[config.mk]
export PLATFORM = sky130hd
export DESIGN_NAME = tec_top
export DESIGN_NICKNAME = d
export VERILOG_FILES = /design/src/design/tec_pkg.sv /design/src/design/tec_top.sv /design/src/design/tec_sync.sv
export SDC_FILE = /design/constraint.sdc
export NUM_CORES = 1
export LEC_CHECK = 0
export BUFFER_PORTS_ARGS = -buffer_cell sky130_fd_sc_hd__buf_2
export CAP_MARGIN = 40
export CORE_MARGIN = 3
export CORE_UTILIZATION = 55
export CTS_CLUSTER_SIZE = 16
export DETAILED_ROUTE_END_ITERATION = 7
export GPL_TIMING_DRIVEN = 0
export PLACE_DENSITY = 0.76
export SLEW_MARGIN = 0
export SYNTH_ARGS = -nofsm -noshare
export SYNTH_HDL_FRONTEND = slang
export SYNTH_SLANG_ARGS = --single-unit
[constraint.sdc]
create_clock -name pclk -period 3.05 [get_ports pclk]
set_input_delay 0.305 -clock pclk [delete_from_list [all_inputs] [get_ports pclk]]
set_output_delay 0.305 -clock pclk [all_outputs]
set_load 0.05 [all_outputs]
[src/design/tec_pkg.sv]
// Package with register map, command codes and states of the trigger engine control.
package tec_pkg;

   // ------------------------------------------------------------------
   // Bus geometry
   // ------------------------------------------------------------------
   localparam int ADDR_W = 18;
   localparam int DATA_W = 32;

   // ------------------------------------------------------------------
   // Register indices, byte address is four times the index
   // ------------------------------------------------------------------
   localparam logic [15:0] IDX_CARD_COMMAND   = 16'h0064;
   localparam logic [15:0] IDX_OR_MASK        = 16'h9dda;
   localparam logic [15:0] IDX_MAX_DELAY      = 16'h9f60;
   localparam logic [15:0] IDX_MAX_HOLDOFF    = 16'h9f62;
   localparam logic [15:0] IDX_DELAY_VALUE    = 16'h9f6a;
   localparam logic [15:0] IDX_HOLDOFF_VALUE  = 16'h9f6b;
   localparam logic [15:0] IDX_ENGINE_CTRL    = 16'h9f70;
   localparam logic [15:0] IDX_ENGINE_STATUS  = 16'h9f71;

   // ------------------------------------------------------------------
   // Command codes written to the card command register
   // ------------------------------------------------------------------
   localparam logic [31:0] ARM_ENGINE_CMD    = 32'h0000_0008;
   localparam logic [31:0] FORCE_TRIGGER_CMD = 32'h0000_0010;
   localparam logic [31:0] DISARM_ENGINE_CMD = 32'h0000_0020;

   // ------------------------------------------------------------------
   // Field positions and reset values
   // ------------------------------------------------------------------
   localparam int SOFTWARE_SOURCE_BIT = 0;
   localparam int EXT_SOURCE_BIT      = 1;
   localparam logic [31:0] OR_MASK_RESET = 32'h0000_0001;
   localparam logic [31:0] OR_MASK_USED  = 32'h0000_0003;
   localparam int CTRL_SEGMENTED_BIT  = 0;
   localparam int STAT_ARMED_BIT      = 0;
   localparam int STAT_WAITING_BIT    = 1;
   localparam int STAT_DELAY_BIT      = 2;
   localparam int STAT_HOLDOFF_BIT    = 3;
   localparam int STAT_STATE_LSB      = 4;
   localparam logic [31:0] MAX_DELAY_VALUE   = 32'hffff_ffff;
   localparam logic [31:0] MAX_HOLDOFF_VALUE = 32'hffff_ffff;

   // ------------------------------------------------------------------
   // Engine states
   // ------------------------------------------------------------------
   typedef enum logic [2:0] {
      TEC_IDLE    = 3'b000,
      TEC_WAIT    = 3'b001,
      TEC_DELAY   = 3'b010,
      TEC_CAPTURE = 3'b011,
      TEC_HOLDOFF = 3'b100,
      TEC_DONE    = 3'b101
   } tec_state_t;

   function automatic logic [ADDR_W-1:0] tec_reg_addr(input logic [15:0] idx);
      return {idx, 2'b00};
   endfunction

endpackage

[src/design/tec_top.sv]
// Trigger engine control: command decode, arming, force, delay and holdoff.
//
// The implementer's own choice: the APB register port.
`timescale 1ns/1ns

// How it works
// - Software source fires at once when armed
// - Force fires only while waiting for trigger
// - One force command gives one event
// - After force, resume normal trigger waiting
// - Command register is write only
// - Arm command enables trigger recognition
// - Disarm blocks all events except force
// - Engine comes out of reset disarmed
// - Delay is last stage, source independent
// - Delay acts on already combined event
// - Delay counted in clocks, zero adds none
// - Delay accepts full 32-bit range
// - Read-only register reports maximum delay
// - Delay shifts event, not sample counts
// - Holdoff only in segmented modes
// - Dead time after post area drops triggers
// - Holdoff in clocks, zero disables it
// - Holdoff accepts full 32-bit range
// - Read-only register reports maximum holdoff
module tec_top #(
   parameter int CNT_W = 32
) (
   // Clock, reset and enable
   input  wire logic                       pclk,
   input  wire logic                       presetn,
   input  wire logic                       ce,
   // APB slave
   input  wire logic                       psel,
   input  wire logic                       penable,
   input  wire logic                       pwrite,
   input  wire logic [tec_pkg::ADDR_W-1:0] paddr,
   input  wire logic [tec_pkg::DATA_W-1:0] pwdata,
   output logic      [tec_pkg::DATA_W-1:0] prdata,
   output logic                            pready,
   output logic                            pslverr,
   // Card sequencer
   input  wire logic                       card_run,
   input  wire logic                       post_done,
   // Combined external trigger pin
   input  wire logic                       ext_trig_pin,
   // Trigger and status
   output logic                            trig_out,
   output logic                            armed,
   output logic                            waiting,
   output logic                            holdoff_active
);
   import tec_pkg::*;

   // ------------------------------------------------------------------
   // Declarations
   // ------------------------------------------------------------------
   logic [DATA_W-1:0] or_mask_q;
   logic [CNT_W-1:0]  delay_value_q;
   logic [CNT_W-1:0]  holdoff_value_q;
   logic              segmented_q;
   logic              armed_q;
   tec_state_t        state_q;
   tec_state_t        state_d;
   logic [CNT_W-1:0]  cnt_q;
   logic [CNT_W-1:0]  cnt_d;
   logic              ext_level;
   logic              ext_level_q;
   logic              ext_edge;
   logic              setup;
   logic              wr_en;
   logic              cmd_wr;
   logic              force_cmd;
   logic              arm_cmd;
   logic              disarm_cmd;
   logic              src_event;
   logic              accept;
   logic              fire;
   logic              addr_hit;
   logic [DATA_W-1:0] rd_data;
   logic [DATA_W-1:0] status_word;

   // ------------------------------------------------------------------
   // External trigger synchroniser
   // ------------------------------------------------------------------
   tec_sync u_sync (
      .pclk      (pclk),
      .presetn   (presetn),
      .ce        (ce),
      .async_in  (ext_trig_pin),
      .level_out (ext_level)
   );

   always_ff @(posedge pclk or negedge presetn) begin
      if (!presetn) begin
         ext_level_q <= 1'b0;
      end else if (ce) begin
         ext_level_q <= ext_level;
      end
   end

   assign ext_edge = ext_level & ~ext_level_q;

   // ------------------------------------------------------------------
   // APB decode
   // ------------------------------------------------------------------
   // Writes land on the edge that completes the access phase; the slave
   // answers with no wait state, pready rising in the first access cycle.
   assign setup  = psel & ~penable;
   assign wr_en  = psel & penable & pready & pwrite;
   assign cmd_wr = wr_en && (paddr == tec_reg_addr(IDX_CARD_COMMAND));

   // Disarm takes precedence when both codes are written together.
   assign arm_cmd    = cmd_wr && ((pwdata & ARM_ENGINE_CMD) != '0)
                       && ((pwdata & DISARM_ENGINE_CMD) == '0);
   assign disarm_cmd = cmd_wr && ((pwdata & DISARM_ENGINE_CMD) != '0);
   assign force_cmd  = cmd_wr && ((pwdata & FORCE_TRIGGER_CMD) != '0);

   always_comb begin
      status_word = '0;
      status_word[STAT_ARMED_BIT]   = armed_q;
      status_word[STAT_WAITING_BIT] = (state_q == TEC_WAIT);
      status_word[STAT_DELAY_BIT]   = (state_q == TEC_DELAY);
      status_word[STAT_HOLDOFF_BIT] = (state_q == TEC_HOLDOFF);
      status_word[STAT_STATE_LSB +: $bits(tec_state_t)] = state_q;
   end

   always_comb begin
      addr_hit = 1'b1;
      rd_data  = '0;
      case (paddr)
         tec_reg_addr(IDX_CARD_COMMAND): begin
            rd_data = '0;
         end
         tec_reg_addr(IDX_OR_MASK): begin
            rd_data = or_mask_q;
         end
         tec_reg_addr(IDX_MAX_DELAY): begin
            rd_data = MAX_DELAY_VALUE;
         end
         tec_reg_addr(IDX_MAX_HOLDOFF): begin
            rd_data = MAX_HOLDOFF_VALUE;
         end
         tec_reg_addr(IDX_DELAY_VALUE): begin
            rd_data[CNT_W-1:0] = delay_value_q;
         end
         tec_reg_addr(IDX_HOLDOFF_VALUE): begin
            rd_data[CNT_W-1:0] = holdoff_value_q;
         end
         tec_reg_addr(IDX_ENGINE_CTRL): begin
            rd_data[CTRL_SEGMENTED_BIT] = segmented_q;
         end
         tec_reg_addr(IDX_ENGINE_STATUS): begin
            rd_data = status_word;
         end
         default: begin
            addr_hit = 1'b0;
         end
      endcase
   end

   always_ff @(posedge pclk or negedge presetn) begin
      if (!presetn) begin
         pready  <= 1'b0;
         prdata  <= '0;
         pslverr <= 1'b0;
      end else if (ce) begin
         pready  <= setup;
         prdata  <= (setup && !pwrite) ? rd_data : '0;
         pslverr <= setup && !addr_hit;
      end
   end

   // ------------------------------------------------------------------
   // Software registers
   // ------------------------------------------------------------------
   always_ff @(posedge pclk or negedge presetn) begin
      if (!presetn) begin
         or_mask_q       <= OR_MASK_RESET;
         delay_value_q   <= '0;
         holdoff_value_q <= '0;
         segmented_q     <= 1'b0;
      end else if (ce && wr_en) begin
         if (paddr == tec_reg_addr(IDX_OR_MASK)) begin
            or_mask_q <= pwdata & OR_MASK_USED;
         end
         if (paddr == tec_reg_addr(IDX_DELAY_VALUE)) begin
            delay_value_q <= pwdata[CNT_W-1:0];
         end
         if (paddr == tec_reg_addr(IDX_HOLDOFF_VALUE)) begin
            holdoff_value_q <= pwdata[CNT_W-1:0];
         end
         if (paddr == tec_reg_addr(IDX_ENGINE_CTRL)) begin
            segmented_q <= pwdata[CTRL_SEGMENTED_BIT];
         end
      end
   end

   // ------------------------------------------------------------------
   // Arming
   // ------------------------------------------------------------------
   always_ff @(posedge pclk or negedge presetn) begin
      if (!presetn) begin
         armed_q <= 1'b0;
      end else if (ce) begin
         if (disarm_cmd) begin
            armed_q <= 1'b0;
         end else if (arm_cmd) begin
            armed_q <= 1'b1;
         end
      end
   end

   // ------------------------------------------------------------------
   // Trigger acceptance
   // ------------------------------------------------------------------
   // software free run
   assign src_event = armed_q && (or_mask_q[SOFTWARE_SOURCE_BIT]
                      || (or_mask_q[EXT_SOURCE_BIT] && ext_edge));

   assign accept = (state_q == TEC_WAIT) && (src_event || force_cmd);

   // one delay path for all sources
   assign fire = (accept && (delay_value_q == '0))
                 || ((state_q == TEC_DELAY) && (cnt_q == CNT_W'(1)));

   // ------------------------------------------------------------------
   // Engine state machine
   // ------------------------------------------------------------------
   always_comb begin
      state_d = state_q;
      cnt_d   = cnt_q;
      case (state_q)
         TEC_IDLE: begin
            if (card_run) begin
               state_d = TEC_WAIT;
            end
         end
         TEC_WAIT: begin
            if (!card_run) begin
               state_d = TEC_IDLE;
            end else if (fire) begin
               state_d = TEC_CAPTURE;
            end else if (accept) begin
               state_d = TEC_DELAY;
               cnt_d   = delay_value_q;
            end
         end
         TEC_DELAY: begin
            if (!card_run) begin
               state_d = TEC_IDLE;
            end else if (fire) begin
               state_d = TEC_CAPTURE;
            end else begin
               cnt_d = cnt_q - CNT_W'(1);
            end
         end
         TEC_CAPTURE: begin
            if (!card_run) begin
               state_d = TEC_IDLE;
            end else if (post_done) begin
               if (!segmented_q) begin
                  state_d = TEC_DONE;
               end else if (holdoff_value_q != '0) begin
                  state_d = TEC_HOLDOFF;
                  cnt_d   = holdoff_value_q;
               end else begin
                  state_d = TEC_WAIT;
               end
            end
         end
         TEC_HOLDOFF: begin
            if (!card_run) begin
               state_d = TEC_IDLE;
            end else if (cnt_q == CNT_W'(1)) begin
               state_d = TEC_WAIT;
               cnt_d   = '0;
            end else begin
               cnt_d = cnt_q - CNT_W'(1);
            end
         end
         TEC_DONE: begin
            if (!card_run) begin
               state_d = TEC_IDLE;
            end
         end
         default: begin
            state_d = TEC_IDLE;
            cnt_d   = '0;
         end
      endcase
   end

   always_ff @(posedge pclk or negedge presetn) begin
      if (!presetn) begin
         state_q <= TEC_IDLE;
         cnt_q   <= '0;
      end else if (ce) begin
         state_q <= state_d;
         cnt_q   <= cnt_d;
      end
   end

   // ------------------------------------------------------------------
   // Registered outputs
   // ------------------------------------------------------------------
   // The trigger pulse only marks the moment; pre and post sample counts
   // belong to the sequencer and are not touched here.
   always_ff @(posedge pclk or negedge presetn) begin
      if (!presetn) begin
         trig_out       <= 1'b0;
         armed          <= 1'b0;
         waiting        <= 1'b0;
         holdoff_active <= 1'b0;
      end else if (ce) begin
         trig_out       <= fire && card_run;
         armed          <= (armed_q || arm_cmd) && !disarm_cmd;
         waiting        <= (state_d == TEC_WAIT);
         holdoff_active <= (state_d == TEC_HOLDOFF);
      end
   end

endmodule

[src/design/tec_sync.sv]
// Three-stage synchroniser with agreement filter for an asynchronous input.
`timescale 1ns/1ns
module tec_sync (
   // Clock, reset and enable
   input  wire logic pclk,
   input  wire logic presetn,
   input  wire logic ce,
   // Asynchronous input and filtered level
   input  wire logic async_in,
   output logic      level_out
);

   logic s1_q;
   logic s2_q;
   logic s3_q;

   // ------------------------------------------------------------------
   // Shift chain
   // ------------------------------------------------------------------
   always_ff @(posedge pclk or negedge presetn) begin
      if (!presetn) begin
         s1_q <= 1'b0;
         s2_q <= 1'b0;
         s3_q <= 1'b0;
      end else if (ce) begin
         s1_q <= async_in;
         s2_q <= s1_q;
         s3_q <= s2_q;
      end
   end

   // ------------------------------------------------------------------
   // Filter
   // ------------------------------------------------------------------
   // A change is taken only when the second and third stage agree, so a
   // single metastable sample never reaches the edge detector.
   always_ff @(posedge pclk or negedge presetn) begin
      if (!presetn) begin
         level_out <= 1'b0;
      end else if (ce && (s2_q == s3_q)) begin
         level_out <= s3_q;
      end
   end

endmodule

---- After elaboration in Yosys (flattened, before gate mapping) ----
Cells that the tools add are included.
Widths: inputs -> output; s select.
word-level totals
  register bits after elaboration ......... 146
  input bits .............................. 59
  output and inout bits ................... 38
  logic and storage cells ................. 124
operators by class
  $add $sub $neg .......................... 1
  eq/ne operators ......................... 27
  multiplexer cells ....................... 32
  bitwise gates (word level) .............. 8
  reduce and logical (&&, ||, !) cells .... 37
operators by type and width
  operator               count
  $mux 32                12
  $pmux 32 s5            1
  $pmux 31 s5            1
  $eq 18x18->1 const B   7
  $logic_not 32->1       2
  $mux 3                 13
  $eq 32x1->1 const B    1
  $reduce_bool 32->1     1
  $sub 32x1->32 const B  1
  $ne 2x2->1 const B     10
  $eq 18x9->1 const B    1
  $pmux 3 s6             1
  $logic_and 1x1->1      16
  $reduce_and 12->1      1
  $reduce_and 2->1       5
  $eq 3x3->1 const B     3
  $reduce_or 8->1        1
  $eq 3x1->1 const B     2
  $eq 3x2->1 const B     2
  $pmux 1 s6             1
  $and 1x1->1            5
  $logic_or 1x1->1       4
  $reduce_or 2->1        2
  $logic_not 1->1        3
  other kinds (5)        9

---- Longest topological paths before layout ----
  word-level depth ........................ 13
  mapped depth ............................ 10
  gate-level depth less buffers ........... 8

---- Modules after synthesis ----
A second synthesis with hierarchy kept.
second synthesis, totals
  cell total of the unflattened synthesis .. 665
  area total of the unflattened synthesis .. 7,308.3 um^2
by module, submodules not included
  module    times used  cells an instance  area each (um^2)  sequential area each (um^2)
  tec_top   1           655                7,151.9           3,554.7
  tec_sync  1           10                 156.4             100.1

---- Worst setup path after synthesis ----
Ideal clock, no wire load.
  kind .................................... flip-flop to flip-flop
  start ................................... reg pready
  end ..................................... reg cnt_q[4]
  setup time .............................. 80 ps
  data arrival time ....................... 2,247 ps
  data required time ...................... 2,970 ps
  setup slack ............................. 723 ps
  cell stages (with the launch flop) ...... 8
  path buffers ............................ 1
  clock period less this slack ............ 2,327 ps
  cells stage by stage .................... dfrtp_1 -> nand4_1 -> nor3_4 -> a211o_2 -> nand2_2 -> or4_4 -> buf_6 -> o22ai_2
on the way
  word-level cells in the longest chain between the ends .. 10
  elaborated cells on any way between the ends .. 12
  those cells by class .................... eq/ne (3); bitwise (2); reduce/logical (7)
ends and longest elaborated chain
  element                          RTL line        source
  start, declared                  tec_top.sv:40   output logic pready,
  start signal, assigned           tec_top.sv:168  pready <= setup;
  $and 1x1->1 (*) (2 in series)    tec_top.sv:110  assign wr_en = psel & penable & pready & pwrite;
  $logic_and 1x1->1 (*)            tec_top.sv:111  assign cmd_wr = wr_en && (paddr == tec_reg_addr(IDX_CARD_COMMAND));
  $logic_and 1x1->1 (*)            tec_top.sv:117  assign force_cmd = cmd_wr && ((pwdata & FORCE_TRIGGER_CMD) != '0);
  $logic_or 1x1->1 (*)             tec_top.sv:221  assign accept = (state_q == TEC_WAIT) && (src_event || force_cmd);
  $logic_and 1x1->1 (*)            tec_top.sv:221
  $logic_and 1x1->1                tec_top.sv:224  assign fire = (accept && (delay_value_q == '0))
  $logic_or 1x1->1                 tec_top.sv:225  || ((state_q == TEC_DELAY) && (cnt_q == CNT_W'(1)));
  $ne 2x2->1 (no line)             n/a
  $reduce_and 12->1 (no line) (*)  n/a
  end signal, assigned             tec_top.sv:300  cnt_q <= cnt_d;
  end, declared                    tec_top.sv:65   logic [CNT_W-1:0] cnt_q;
Every way passes the cells marked *; elsewhere a longest branch is shown, timed or not.
A chain may end at the register's enable or synchronous reset.

---- Worst setup path after layout ----
  start ................................... reg cnt_q[10]
  end ..................................... reg cnt_q[4]
on the way
  word-level cells in the longest chain between the ends .. 5
  elaborated cells on any way between the ends .. 9
  those cells by class .................... eq/ne (3); mux (3); reduce/logical (3)
ends and longest elaborated chain
  element                      RTL line
  $eq 32x1->1 (*)              tec_top.sv:225, tec_top.sv:275
  $logic_and 1x1->1            tec_top.sv:225
  $logic_or 1x1->1             tec_top.sv:225
  $ne 2x2->1 (no line)         n/a
  $reduce_and 12->1 (no line)  n/a
Every way passes the cells marked *; elsewhere a longest branch is shown, timed or not. The select of a mux whose other input is x is not followed.

==> results.cfg <==
[drt]
highest-signal-layer = met4
first_pass_iters = 7
wirelength_mm = 22.3
dr.first_iter.drc_count = 884
vias = 6574
wl_met1_mm = 9.49
drc = 0
viasPerCell = 6.53
drtAntennaViolNets = 0
wire_per_inst_um = 22.2
wl_met3_mm = 1.91
dr_wl_met2_mm = 10.2

[setup_path]
required_ns = 3.35
rr_worst_depth = 8
critical_path_buf_inv_count = 1
path_delay_family = simple AND/OR/NAND/NOR gates
crit_path_start_kind = register
cp_num_cells = 8
crit_fanout = 10
cpMaxStageDelayCell = or4_4
crit_arrival_ns = 2.96
crit_type = reg -> reg
crit_path_end_kind = register
crit_path_cell_trace = or4_4 > nor4b_4 > nand4_4 > a21oi_4 > buf_6 > nor3_1 > a221oi_2 > o22ai_2
slowest_delay_ns = 0.60

[cells_and_area]
seqCellArea_sq_mm = 0.00365
num-nets-final = 879
syn2layout_area_growth_pct = 18.0
multiInputGateArea_sq_mm = 0.00368
fillers = 1033
n_antenna_cell = 0
drive_gt1_share_pct = 32.5
fin_area_sq_mm = 0.00898

[placed_design]
dp_hpwl_mm = 16.3
gp_congestion = 0.953
place_area_sq_mm = 0.00835
portBuffers = 96

[power]
power.density_mw_per_mm2 = 521
p_total_mw = 4.68
vdd_drop_max_uv = 420
leakage_nw = 4.18

[logic_synthesis]
yosysSeqAreaShare_pct = 48.0
ys_top_cells_by_area = dfrtp_1 (48%), mux2_2 (15%), o2bb2ai_1 (3.9%), a21oi_1 (3.7%), o21ai_1 (2.7%)
synth.largest_area_cell = dfrtp_1
synth_cell_types = 66
synthCells = 701
synthArstFlopShare_pct = 100
yosys_warnings = 0
synthFlopType = dfrtp_1
synth_edf_count = 0
netlist.area_leader.share_pct = 47.7
syn_nets = 762
synth-seq-cells = 146
yosysMostFrequentCell = dfrtp_1
syn_area_sq_mm = 0.00761
synth_area_per_cell_sq_um = 10.9
synth_common_cells = dfrtp_1 (145), mux2_2 (101), a21oi_1 (57)

[die]
core_area_sq_mm = 0.0134
die_y_um = 124
die_area_sq_mm = 0.0153
io_pins = 97
initial_core_util_pct = 56.8
fp.dieW_um = 124
rows = 42

[global_route]
overflow = 0
grt_max_degree = 91
antenna_found_initial = 0
grt_usage_pct = 30.7
grt_pass1_wl_mm = 35.6
grt_pass1_vias = 6559

[sta]
grt_setup_unrepaired = no
final-hold-violation-count = 0
relSlewSlack_pct = 45.0
min_period_ns = 2.66
setup_viol = 0
worst_pin_slew_ns = 0.818
final.setup_skew_ns = 0.00797
fmax_ghz = 0.376
period_share_pct = 87.2
slew_violations = 0

[cts]
path_clk_slew_ns = 0.06
cts_buffers = 17
post_cts_buffers = 0
h-tree-depth = 4
clk_latency_ns = 0.43
tritoncts = yes
clock_sinks = 146
clock_path_buffers = 2
cts-root-buf = clkbuf_16

[hold_path]
hold_depth = 2
hp-class = in -> reg

[flow_run]
cap_violations = 0

[outcome]
status = complete, no violations
## through the flow
stage | util, % | instances | worst slack (ns) | hold WS (ns) | setup TNS, ns
after floorplan | - | 701 | 0.723 | 0.00941 | 0
after global placement | 62.0 | 973 | -0.323 | 0.462 | -45.28
after detailed placement | 62.3 | 974 | 0.457 | 0.315 | 0
after CTS | 67.0 | 1007 | 0.418 | 0.103 | 0
after global routing | 67.0 | 1007 | 0.294 | 0.106 | 0
final | 67.0 | 1007 | 0.391 | 0.114 | 0
## cell type report
type                    count  area share, %
multi-input cells         495           41.0
clock buffers              19           5.04
plain buffers              46           2.45
repair buffers             98           5.84
clock inverters            13           1.94
flip-flops and latches    146           40.7
well taps                 176           2.45
inverters                  14          0.585
## flip-flops by register name (all words and copies together) (netlist names)
| name | flops |
|---|---|
| cnt_q | 32 |
| delay_value_q | 32 |
| holdoff_value_q | 32 |
| prdata | 32 |
| state_q | 3 |
| or_mask_q | 2 |
| armed | 1 |
| armed_q | 1 |
| ext_level_q | 1 |
| holdoff_active | 1 |
| pready | 1 |
| pslverr | 1 |
| segmented_q | 1 |
| trig_out | 1 |
| u_sync.level_out | 1 |
| u_sync.s1_q | 1 |
| u_sync.s2_q | 1 |
| u_sync.s3_q | 1 |
| waiting | 1 |
## logic make-up after synthesis
| kind of cell | after synthesis | synth area share (%) |
|---|---|---|
| AOI/OAI and AO/OA | 225 | 20.3 |
| and+or+nand+nor | 165 | 12.6 |
| DFF | 146 | 48.0 |
| muxes | 101 | 14.9 |
| buffers and inverters | 60 | 3.58 |
| xor gates and xnor gates | 2 | 0.230 |
| adders and majority gates | 2 | 0.329 |
## layer usage
layer	GRT usage [%]	vias up
met2	46.1	353
met1	42.8	3247
met4	11.9	0
li1	-	2916
met3	8.13	58
met5	0	-
## repair_timing
| action | 4_1_cts | 5_1_grt |
|---|---|---|
| resized for setup | 0 | 0 |
| endpoints found under the hold margin | 56 | 0 |
| hold buffers | 1 | 0 |
## cells in the final DEF, fill, tap and decap left out, drive strengths merged, types with 3 or more instances in the layout
cell type	n
buf	118
a22o	15
nor3b	4
a211oi	3
a21oi	58
or2	3
mux2	101
nor4b	5
inv	17
a222oi	12
o22ai	4
a31oi	13
nand3	7
a221oi	10
clkinvlp	4
or3	5
dfrtp	145
clkbuf	44
nand4	6
nor4	27
o21ai	60
nor2b	4
or4	4
and2	4
nor3	17
clkinv	3
nor2	46
nand2	24
a21o	3
o2bb2ai	34
bufinv	3
## where the power goes
part / leakage (nW) / internal [mW] / switching, mW
clock network: 0.296 / 1.35 / 0.865
registers: 2.02 / 1.97 / 0.0272
logic: 1.87 / 0.146 / 0.331
## final timing paths
kind | from | endpoint | slack (ns)
max | cnt_q[10] | cnt_q[4] | 0.39
min | ext_trig_pin | u_sync.s1_q | 0.11
max reg2reg | cnt_q[10] | cnt_q[4] | 0.39
min reg2reg | prdata[1] | prdata[1] | 0.48
max in group asynchronous | presetn | prdata[25] | 1.83
min in group asynchronous | presetn | cnt_q[7] | 0.41
(Power assumes the default switching activity.)
